File: config.mk
export PLATFORM = sky130hd
export DESIGN_NAME = role_dir_ctrl
export DESIGN_NICKNAME = d
export VERILOG_FILES = /design/src/inc/role_dir_pkg.sv /design/src/core/role_dir_ctrl.sv
export SDC_FILE = /design/constraint.sdc
export NUM_CORES = 1
export LEC_CHECK = 0
export ABC_AREA = 1
export ABC_CLOCK_PERIOD_IN_PS = 2720
export BUFFER_PORTS_ARGS = -buffer_cell sky130_fd_sc_hd__buf_2
export CORE_UTILIZATION = 55
export CTS_BUF_LIST = sky130_fd_sc_hd__clkbuf_4 sky130_fd_sc_hd__clkbuf_8
export DETAILED_ROUTE_END_ITERATION = 10
export GPL_TIMING_DRIVEN = 0
export PLACE_DENSITY = 0.84
export SYNTH_ARGS = -nofsm -noshare
export SYNTH_HDL_FRONTEND = slang
export SYNTH_SLANG_ARGS = --single-unit
File: constraint.sdc
create_clock -name clock_in -period 2.72 [get_ports clock_in]
set_input_delay 0.136 -clock clock_in [delete_from_list [all_inputs] [get_ports clock_in]]
set_output_delay 0.136 -clock clock_in [all_outputs]
set_load 0.005 [all_outputs]
File: src/inc/role_dir_pkg.sv
// package: constants, types and register map for the serial bus role/direction block
// assumes: one clock domain, plain register port with one-cycle read latency
package role_dir_pkg;

  localparam int          ADDR_W          = 4;
  localparam int          DATA_W          = 8;
  localparam logic [3:0]  MAIN_CTRL_OFF   = 4'h0;
  localparam logic [3:0]  AUX_CTRL_OFF    = 4'h1;
  localparam logic [3:0]  STATUS_OFF      = 4'h2;
  localparam logic [3:0]  IRQ_STAT_OFF    = 4'h3;
  localparam logic [3:0]  IRQ_EN_OFF      = 4'h4;
  localparam logic [3:0]  IRQ_CLR_OFF     = 4'h5;
  localparam logic [3:0]  OWN_ADDR_OFF    = 4'h6;
  localparam logic [3:0]  TX_DATA_OFF     = 4'h7;
  localparam logic [3:0]  RX_DATA_OFF     = 4'h8;

  // main control fields
  localparam int          DIR_BIT_POS     = 6;
  localparam int          MST_BIT_POS     = 7;
  localparam int          START_BIT_POS   = 5;
  localparam int          STOP_BIT_POS    = 4;
  // aux control fields
  localparam int          EN_BIT_POS      = 0;
  localparam int          RST_BIT_POS     = 1;
  localparam int          FREE_BIT_POS    = 2;
  // status fields
  localparam int          BB_POS          = 0;
  localparam int          AAS_POS         = 1;
  localparam int          AL_POS          = 2;
  localparam int          PROT_POS        = 3;
  localparam int          DONE_POS        = 4;
  localparam int          NACK_POS        = 5;
  // interrupt event bits
  localparam int          EV_W            = 5;
  localparam int          EV_START        = 0;
  localparam int          EV_STOP         = 1;
  localparam int          EV_AL           = 2;
  localparam int          EV_BYTE         = 3;
  localparam int          EV_BLOCKED      = 4;

  localparam logic [7:0]  MAIN_RESET      = 8'h00;
  localparam logic [7:0]  AUX_RESET       = 8'h00;
  localparam logic [6:0]  OWN_ADDR_RESET  = 7'h50;

  localparam int          CLK_MHZ         = 50;
  localparam int          SCL_HALF_NS     = 2500;
  localparam int          SCL_HALF_CYC    = (SCL_HALF_NS * CLK_MHZ) / 1000;

  typedef struct packed {
    logic              wr;
    logic              rd;
    logic [ADDR_W-1:0] addr;
    logic [DATA_W-1:0] wdata;
  } reg_req_t;

  typedef struct packed {
    logic scl;
    logic sda;
  } bus_pins_t;

  typedef enum logic [2:0] {
    ST_IDLE  = 3'b000,
    ST_START = 3'b001,
    ST_BITS  = 3'b010,
    ST_ACK   = 3'b011,
    ST_STOP  = 3'b100
  } mst_state_t;

endpackage

File: src/core/role_dir_ctrl.sv
// role and transfer direction control for a two-wire serial bus interface
// assumes: bus pins are asynchronous and synchronised here; open-drain wire resolved outside
//
// Function
// - direction 0: receive data driven onto the data line by the transmitter
// - direction 1: transmit data onto the data line in step with bus clock
// - slave, addressed format, address match and read bit 1: direction set to 1
// - direction cleared on lost arbitration, stop, start, blocked start, disable, reset
// - in slave mode, start or missing acknowledge also clears direction
// - master select 0: slave, receives start/stop and follows master clock
// - master select 1: generates start, stop and every clock pulse
// - after lost arbitration, master select cleared once the byte completes
// - master select cleared on stop, start, blocked start, reset bit, disable
// - start on free bus sets master select, direction and busy together
// - writes to master select and direction ignored while protection is active
// - protection active from busy rising edge until slave address received
`timescale 1ns/1ps
module role_dir_ctrl
  import role_dir_pkg::*;
#(
  parameter int HALF_CYC = SCL_HALF_CYC
) (
  input  wire logic                      clock_in,
  input  wire logic                      reset_in,
  input  wire logic                      clk_en_in,
  input  wire role_dir_pkg::reg_req_t    req_in,
  output logic [role_dir_pkg::DATA_W-1:0] rdata_out,
  input  wire role_dir_pkg::bus_pins_t   pins_in,
  output role_dir_pkg::bus_pins_t        pins_oe_n_out,
  output logic                           irq_out
);
  import role_dir_pkg::*;

  // ----------------------------------------------------------------
  // pin synchronisers and bus condition detection
  // ----------------------------------------------------------------
  bus_pins_t meta_q, sync_q, prev_q;
  always_ff @(posedge clock_in or posedge reset_in) begin
    if (reset_in) begin
      meta_q <= '1;
      sync_q <= '1;
      prev_q <= '1;
    end else if (clk_en_in) begin
      meta_q <= pins_in;
      sync_q <= meta_q;
      prev_q <= sync_q;
    end
  end

  wire scl_rise  = sync_q.scl & ~prev_q.scl;
  wire scl_fall  = ~sync_q.scl & prev_q.scl;
  wire start_det = sync_q.scl & prev_q.scl & prev_q.sda & ~sync_q.sda;
  wire stop_det  = sync_q.scl & prev_q.scl & ~prev_q.sda & sync_q.sda;

  // ----------------------------------------------------------------
  // registers
  // ----------------------------------------------------------------
  logic            mst_q, dir_q, bb_q, aas_q, al_q, prot_q, nack_q, done_q;
  logic            en_q, free_q, start_req_q, stop_req_q, al_pend_q;
  logic [6:0]      own_q;
  logic [7:0]      tx_q, rx_q, sh_q;
  logic [3:0]      bitn_q;
  logic            addr_phase_q, drive_sda_q, drive_scl_q;
  logic [EV_W-1:0] ist_q, ien_q;
  logic [15:0]     hc_q;
  logic [DATA_W-1:0] rdata_q;
  mst_state_t      st_q;

  wire wr_main   = req_in.wr & (req_in.addr == MAIN_CTRL_OFF);
  wire wr_aux    = req_in.wr & (req_in.addr == AUX_CTRL_OFF);
  wire soft_rst  = wr_aux & req_in.wdata[RST_BIT_POS];
  wire disable_w = wr_aux & ~req_in.wdata[EN_BIT_POS];
  wire kill      = soft_rst | disable_w | ~en_q;
  // blocked start: software start while busy or protection is active
  wire want_start = wr_main & req_in.wdata[START_BIT_POS] & req_in.wdata[MST_BIT_POS];
  wire blocked    = want_start & (bb_q | prot_q);
  wire go_start   = want_start & ~blocked & en_q & ~soft_rst;
  // eighth data bit done at this fall; ninth (acknowledge) clock ends the byte
  wire byte_rcvd  = (bitn_q == 4'h8) & scl_fall;
  wire byte_end   = (bitn_q == 4'h9) & scl_fall;
  wire addr_done  = addr_phase_q & byte_rcvd;
  wire addr_match = (sh_q[7:1] == own_q);
  wire ack_me     = addr_phase_q ? addr_match : (aas_q | mst_q);

  // ----------------------------------------------------------------
  // role and direction bits
  // ----------------------------------------------------------------
  wire clr_both = kill | stop_det | (start_det & ~(go_start | st_q == ST_START)) | blocked;
  wire al_event = mst_q & drive_sda_q == 1'b0 & sync_q.scl & scl_rise & ~sync_q.sda & dir_q & (bitn_q < 4'h8);

  always_ff @(posedge clock_in or posedge reset_in) begin
    if (reset_in) begin
      mst_q     <= 1'b0;
      dir_q     <= 1'b0;
      bb_q      <= 1'b0;
      prot_q    <= 1'b0;
      al_q      <= 1'b0;
      al_pend_q <= 1'b0;
    end else if (clk_en_in) begin
      if (go_start) begin
        mst_q  <= 1'b1;
        dir_q  <= 1'b1;
        bb_q   <= 1'b1;
        prot_q <= 1'b1;
      end else begin
        if (clr_both | al_event) dir_q <= 1'b0;
        else if (~mst_q & (start_det | nack_q)) dir_q <= 1'b0;
        else if (~mst_q & ~free_q & addr_done & addr_match & sh_q[0]) dir_q <= 1'b1;
        else if (wr_main & ~prot_q) dir_q <= req_in.wdata[DIR_BIT_POS];
        if (clr_both) mst_q <= 1'b0;
        else if (al_pend_q & byte_end) mst_q <= 1'b0;
        else if (wr_main & ~prot_q & ~bb_q) mst_q <= req_in.wdata[MST_BIT_POS];
        if (kill | stop_det) bb_q <= 1'b0;
        else if (start_det) bb_q <= 1'b1;
        if (kill | addr_done) prot_q <= 1'b0;
        else if (start_det & ~bb_q) prot_q <= 1'b1;
      end
      if (kill | stop_det) al_pend_q <= 1'b0;
      else if (al_event) al_pend_q <= 1'b1;
      if (kill) al_q <= 1'b0;
      else if (al_event) al_q <= 1'b1;
    end
  end

  // ----------------------------------------------------------------
  // shift engine: slave follows bus clock, master makes it
  // ----------------------------------------------------------------
  wire hc_tick = (hc_q == 16'(HALF_CYC - 1));
  wire shift_in_bit = (bitn_q < 4'h8) & scl_rise;
  wire at_boundary  = stop_req_q & (bitn_q == 4'h0) & drive_scl_q;

  always_ff @(posedge clock_in or posedge reset_in) begin
    if (reset_in) begin
      st_q         <= ST_IDLE;
      hc_q         <= 16'h0000;
      drive_scl_q  <= 1'b0;
      drive_sda_q  <= 1'b0;
      sh_q         <= 8'h00;
      bitn_q       <= 4'h0;
      addr_phase_q <= 1'b0;
      aas_q        <= 1'b0;
      nack_q       <= 1'b0;
      done_q       <= 1'b0;
      rx_q         <= 8'h00;
      start_req_q  <= 1'b0;
      stop_req_q   <= 1'b0;
    end else if (clk_en_in) begin
      hc_q <= (hc_tick | st_q == ST_IDLE) ? 16'h0000 : hc_q + 16'h0001;
      nack_q <= 1'b0;
      if (wr_main & req_in.wdata[STOP_BIT_POS] & mst_q) stop_req_q <= 1'b1;
      if (start_det | kill) begin
        bitn_q       <= 4'h0;
        addr_phase_q <= 1'b1;
        aas_q        <= 1'b0;
        sh_q         <= tx_q;
        drive_sda_q  <= 1'b0;
      end else begin
        if (shift_in_bit & ~dir_q) sh_q <= {sh_q[6:0], sync_q.sda};
        if (scl_rise & bitn_q < 4'h9) bitn_q <= bitn_q + 4'h1;
        if (scl_rise & bitn_q == 4'h8 & dir_q & sync_q.sda) nack_q <= 1'b1;
        if (scl_fall & dir_q & bitn_q < 4'h8) begin
          drive_sda_q <= ~sh_q[7];
          sh_q        <= {sh_q[6:0], 1'b1};
        end
        // acknowledge slot: receiver pulls, transmitter lets go
        if (byte_rcvd) begin
          drive_sda_q <= ~dir_q & ack_me;
          if (addr_done) addr_phase_q <= 1'b0;
          if (addr_done & ~mst_q & addr_match) aas_q <= 1'b1;
        end
        if (byte_end) begin
          bitn_q      <= 4'h0;
          rx_q        <= sh_q;
          done_q      <= 1'b1;
          drive_sda_q <= dir_q & ~tx_q[7];
          if (dir_q) sh_q <= {tx_q[6:0], 1'b1};
        end
      end
      if (req_in.rd & req_in.addr == RX_DATA_OFF & ~byte_end) done_q <= 1'b0;
      // master clock generation
      case (st_q)
        ST_IDLE: begin
          drive_scl_q <= 1'b0;
          if (go_start) begin
            st_q        <= ST_START;
            start_req_q <= 1'b1;
          end
        end
        // own start is seen here, so it does not clear the role bits
        ST_START: begin
          if (start_det) begin
            drive_sda_q <= 1'b1;
            start_req_q <= 1'b0;
            st_q        <= ST_BITS;
          end else if (hc_tick) begin
            drive_sda_q <= 1'b1;
          end
        end
        ST_BITS: begin
          if (~mst_q & ~al_pend_q) st_q <= ST_IDLE;
          else if (hc_tick & at_boundary) st_q <= ST_STOP;
          else if (hc_tick) drive_scl_q <= ~drive_scl_q;
        end
        ST_STOP: if (hc_tick) begin
          if (drive_scl_q & ~drive_sda_q) drive_sda_q <= 1'b1;
          else if (drive_scl_q) drive_scl_q <= 1'b0;
          else begin
            drive_sda_q <= 1'b0;
            stop_req_q  <= 1'b0;
            st_q        <= ST_IDLE;
          end
        end
        default: st_q <= ST_IDLE;
      endcase
      if (kill) begin
        st_q        <= ST_IDLE;
        drive_scl_q <= 1'b0;
        drive_sda_q <= 1'b0;
        start_req_q <= 1'b0;
        stop_req_q  <= 1'b0;
      end
    end
  end

  // ----------------------------------------------------------------
  // interrupts and register reads
  // ----------------------------------------------------------------
  wire [EV_W-1:0] ev = {blocked, byte_end, al_event, stop_det, start_det};
  wire clr_ist = req_in.wr & (req_in.addr == IRQ_CLR_OFF);
  wire [7:0] main_rd = {mst_q, dir_q, start_req_q, stop_req_q, 4'h0};
  wire [7:0] aux_rd  = {5'h00, free_q, 1'b0, en_q};
  wire [7:0] stat_rd = {2'b00, nack_q, done_q, prot_q, al_q, aas_q, bb_q};

  always_ff @(posedge clock_in or posedge reset_in) begin
    if (reset_in) begin
      en_q    <= AUX_RESET[EN_BIT_POS];
      free_q  <= AUX_RESET[FREE_BIT_POS];
      own_q   <= OWN_ADDR_RESET;
      tx_q    <= 8'h00;
      ist_q   <= '0;
      ien_q   <= '0;
      rdata_q <= 8'h00;
    end else if (clk_en_in) begin
      if (wr_aux) begin
        en_q   <= req_in.wdata[EN_BIT_POS] & ~req_in.wdata[RST_BIT_POS];
        free_q <= req_in.wdata[FREE_BIT_POS];
      end
      if (req_in.wr & req_in.addr == OWN_ADDR_OFF) own_q <= req_in.wdata[6:0];
      if (req_in.wr & req_in.addr == TX_DATA_OFF) tx_q <= req_in.wdata;
      if (req_in.wr & req_in.addr == IRQ_EN_OFF) ien_q <= req_in.wdata[EV_W-1:0];
      ist_q <= (ist_q & ~(clr_ist ? req_in.wdata[EV_W-1:0] : '0)) | ev;
      rdata_q <= 8'h00;
      if (req_in.rd) begin
        case (req_in.addr)
          MAIN_CTRL_OFF: rdata_q <= main_rd;
          AUX_CTRL_OFF:  rdata_q <= aux_rd;
          STATUS_OFF:    rdata_q <= stat_rd;
          IRQ_STAT_OFF:  rdata_q <= {3'b000, ist_q};
          IRQ_EN_OFF:    rdata_q <= {3'b000, ien_q};
          OWN_ADDR_OFF:  rdata_q <= {1'b0, own_q};
          TX_DATA_OFF:   rdata_q <= tx_q;
          RX_DATA_OFF:   rdata_q <= rx_q;
          default:       rdata_q <= 8'h00;
        endcase
      end
    end
  end

  assign rdata_out         = rdata_q;
  assign irq_out           = |(ist_q & ien_q);
  assign pins_oe_n_out.scl = ~drive_scl_q;
  assign pins_oe_n_out.sda = ~drive_sda_q;

endmodule // role_dir_ctrl

==> summary by stage <==
Place
Port buffering added 28 buffers. The congestion estimate from routability-driven global placement came to 0.961. OpenSTA, run right after detailed placement, puts the worst setup slack at 0.784 ns. Detailed placement ended at an HPWL of 10800 microns.

Final layout
The utilization after layout is 62.5%. In the layout the commonest cells are nand2_1, dfrtp_1, inv_1. The library cell used most frequently in the layout, excluding fill and tap cells, is nand2_1. 0 antenna diodes ended up in the layout. The area growth from synthesis to layout is 10.4%. After filler insertion, the fill cell instance count of the layout stands at 852.

The number of nets in the finished design is 782. The post-route netlist has 16.4% of its cells at a drive strength greater than 1.

Floorplanning
The die covers 0.0104 sq mm. The die is 102 microns wide. The vertical die dimension is 102 microns. In this run the count of I/O pins placed on the die edge is 30. The placeable core area is 0.00973 sq mm. The starting density of the core is 56.6%. The number of rows created at floorplan is 36.

Worst setup path
The kind of capture point of the worst setup path is a register. The signal on the critical path passes through inv_1 > ha_1 > nand4_1 > nor2_1 > nand2_1 > inv_1 > nor2_1 > nor2_1 > buf_2 > nor3b_1. The critical path starts at hc_q[0]$_DFFE_PP0P_. The critical path depth in cells is 10.

The cell family contributing the most delay on the critical path is simple AND/OR/NAND/NOR gates. The startpoint-to-endpoint class of the critical path is reg2reg. The number of buffers and inverters on the critical path is 3. The critical path ends at hc_q[10]$_DFFE_PP0P_.

In this run the worst path has a maximum fanout of 10. For the worst setup path, the data required time is 3.00 ns. In this run the critical register-to-register path is captured at hc_q[10]$_DFFE_PP0P_.

The delay of the slowest cell on the worst path is 0.38 ns. The data arrival time at the worst-slack endpoint is 2.25 ns. The setup slack of the most critical reg-to-reg path is 0.76 ns. The cell repeated most along the worst path is nor2_1. The worst register-to-register path begins at hc_q[0]$_DFFE_PP0P_. For this design, the slowest cell found on the critical path is dfrtp_1. The cell depth of the worst flop-to-flop path is 10. STA classifies the critical path startpoint as a register.

Routing
For this run, design rule violations remaining after detail routing come to 0. The average wire per standard cell is 16.3 microns. The total length of routed wires is 14600 microns. The initial detailed-routing violation count is 459. The via total after detailed routing is 5174.

Using the TritonRoute via totals, the vias-per-cell ratio works out to 5.77. The count of nets left with antenna violations once routing finished came out at 0. The pre-antenna-repair detailed-routing pass consisted of 5 iterations.

Clocking
In this run the number of H-tree levels came out at 3. TritonCTS built the clock tree. Clock-pin slew was measured on the worst setup and hold paths at 0.09 ns.

Buffers inserted during clock tree synthesis total 9. For the worst-skew pair, the clock arrives at the later sink with an insertion delay of 0.38 ns. The number of hold buffers added after CTS was 3. The longest clock path from root to sink contains 2 buffers.

The TritonCTS sink count is 94. The post-CTS setup-driven buffer insertion count is 0. In this run, post-CTS repair resized a total of 0 instances. The clock tree root buffer cell is clkbuf_8.

Timing
The worst path needs 1.96 ns of the cycle, external delays included. The final setup violation count is 0. The clock arrives with 0.00981 ns of skew.

For this run, the top clock speed supported by timing is 510 MHz. After layout, the worst setup slack is 0.758 ns. The pin slew with the least headroom to its limit is 0.746 ns.

Setup repair after global routing left no endpoint under its margin. The max-slew violation count was 0. The hold violation count in the final report is 0.

Of the available clock period, the critical path in the final layout requires 72.1%. The worst pin sits at a relative slew slack of 50.3%.

Global route
Entering global routing, the biggest net connects 49 pins. In the global route stage, overall resource usage came out at 30.5%. The number of antenna violations at the first check in global routing is 0. The via count of the first global-routing pass is 5039. The final global-route overflow total is 0. The first global-routing pass estimated 24200 microns of wire.

Logic synthesis
The sequential fraction of the synthesis area is 42.9%. The number of distinct library cell variants in the gate-level netlist after synthesis is 53. The post-synthesis register bit count is 94.

After synthesis the cells add up to 0.00551 sq mm. When the netlist entered floorplanning its net count stood at 739. The mean post-synth cell area is 7.70 sq um. The count of warnings emitted by yosys is 0.

The post-synthesis cell count is 715.

Power
For this design the ratio of total power to cell area is 533 mW/mm^2. After layout, the design draws a total of 3.24 mW. The analysis attributes to cell leakage a power of 2.93 nW. The worst ir drop on vdd is 0.000280 V.

Run status
The flow ran to the end, and the final reports show no timing, DRC or antenna violations.

Min path
In this run the worst hold path is classified as in2reg.

Job
The max-capacitance violation count is 0.
-- layer usage --
layer / global-route usage, % / up-vias / part of all wire, %
met1: 38.3 / 2444 / 40
met4: 15.7 / 0 / 4.3
li1: - / 2422 / -
met5: 0 / - / 0
met3: 5.47 / 61 / 8.3
met2: 50.5 / 247 / 47
-- per-stage QoR --
| step | setup TNS [ns] | std cells | hold slack (ns) | instance area (sq um) |
|---|---|---|---|---|
| 3_3_place_gp | -79.72 | 876 | 0.340 | 5820 |
| 6_report | 0 | 896 | 0.0393 | 6080 |
| 4_1_cts | 0 | 896 | 0.0393 | 6080 |
| 2_1_floorplan | 0 | 715 | 0.232 | 5510 |
| 3_5_place_dp | 0 | 877 | 0.270 | 5850 |
| 5_1_grt | 0 | 896 | 0.0439 | 6080 |
-- cell usage after synthesis (all sizes together) --
master   count  share of area [%]
a41oi        1               0.16
a22oi        8                1.6
xor2         7                1.1
buf         10                1.4
dfrtp       86                 39
a31oi        1               0.11
nor4         1               0.11
o32ai        1               0.16
o2111ai      2               0.32
a221oi       2               0.32
o21bai       3               0.41
nor3b        3               0.41
xnor2        2               0.32
o31ai        1               0.14
nor3        16                1.6
o211ai       5               0.68
nor2        78                6.9
ha           5                1.1
o211a        1               0.18
o21ai       83                8.1
clkinv       1              0.091
nand2      195                 14
inv         90                6.2
clkbuf       5               0.34
o22ai        2               0.23
dfstp        8                3.8
a21oi       32                3.4
and3         1               0.11
nand3       51                5.1
nand4       11                1.6
or2          3               0.34
-- area by class of cell --
class                           instances  area, sq um  area share (%)
Buffer                                 15         93.8            1.54
Clock buffer                           13          166            2.73
Clock inverter                          3         42.5           0.699
Inverter                               91          348            5.72
Multi-Input combinational cell        515         2710            44.5
Sequential cell                        94         2360            38.8
Tap cell                              133          166            2.73
Timing Repair Buffer                   32          198            3.25
-- cell families (layout without fill, tap and decap cells) --
| group | count (synthesis) | in the layout | share of synthesized area (%) |
|---|---|---|---|
| xor+xnor | 9 | 9 | 1.43 |
| fa+ha+maj | 5 | 5 | 1.14 |
| simple gates | 359 | 359 | 30.8 |
| buf+inv | 106 | 154 | 7.97 |
| flops | 94 | 94 | 42.9 |
| compound gates | 142 | 142 | 15.8 |
-- sequential cells by signal (all words and copies together) (netlist names), 2 cells and up --
register   flops
bitn_q         4
st_q           3
own_q          7
ist_q          5
tx_q           8
sync_q         2
rdata_out      8
sh_q           8
ien_q          5
hc_q          16
rx_q           8
meta_q         2
prev_q         2
-- worst register-to-register path, delay by kind of cell (launching register included) --
kind          cells  cell delay, ns
flops             1            0.38
buf+inv           3            0.40
fa+ha+maj         1            0.23
simple gates      6            0.88
-- worst min path at each step --
| stage | end | depth (start not counted) | from |
|---|---|---|---|
| 2_1_floorplan | meta_q[0]$_DFFE_PP1P_ | 2 | pins_in[0] |
| 3_3_place_gp | meta_q[0]$_DFFE_PP1P_ | 3 | pins_in[0] |
| 3_5_place_dp | rdata_out[0]$_DFFE_PP0P_ | 2 | reset_in |
| 4_1_cts | own_q[5]$_DFFE_PP0P_ | 3 | req_in[5] |
| 5_1_grt | own_q[6]$_DFFE_PP1P_ | 3 | req_in[6] |
| 6_report | tx_q[5]$_DFFE_PP0P_ | 3 | req_in[5] |
-- where the power goes --
| part | switching [mW] | internal, mW |
|---|---|---|
| logic | 0.396 | 0.203 |
| clock network | 0.495 | 0.495 |
| registers | 0.123 | 1.53 |
| total | 1.01 | 2.23 |
(Power assumes the default switching activity.)
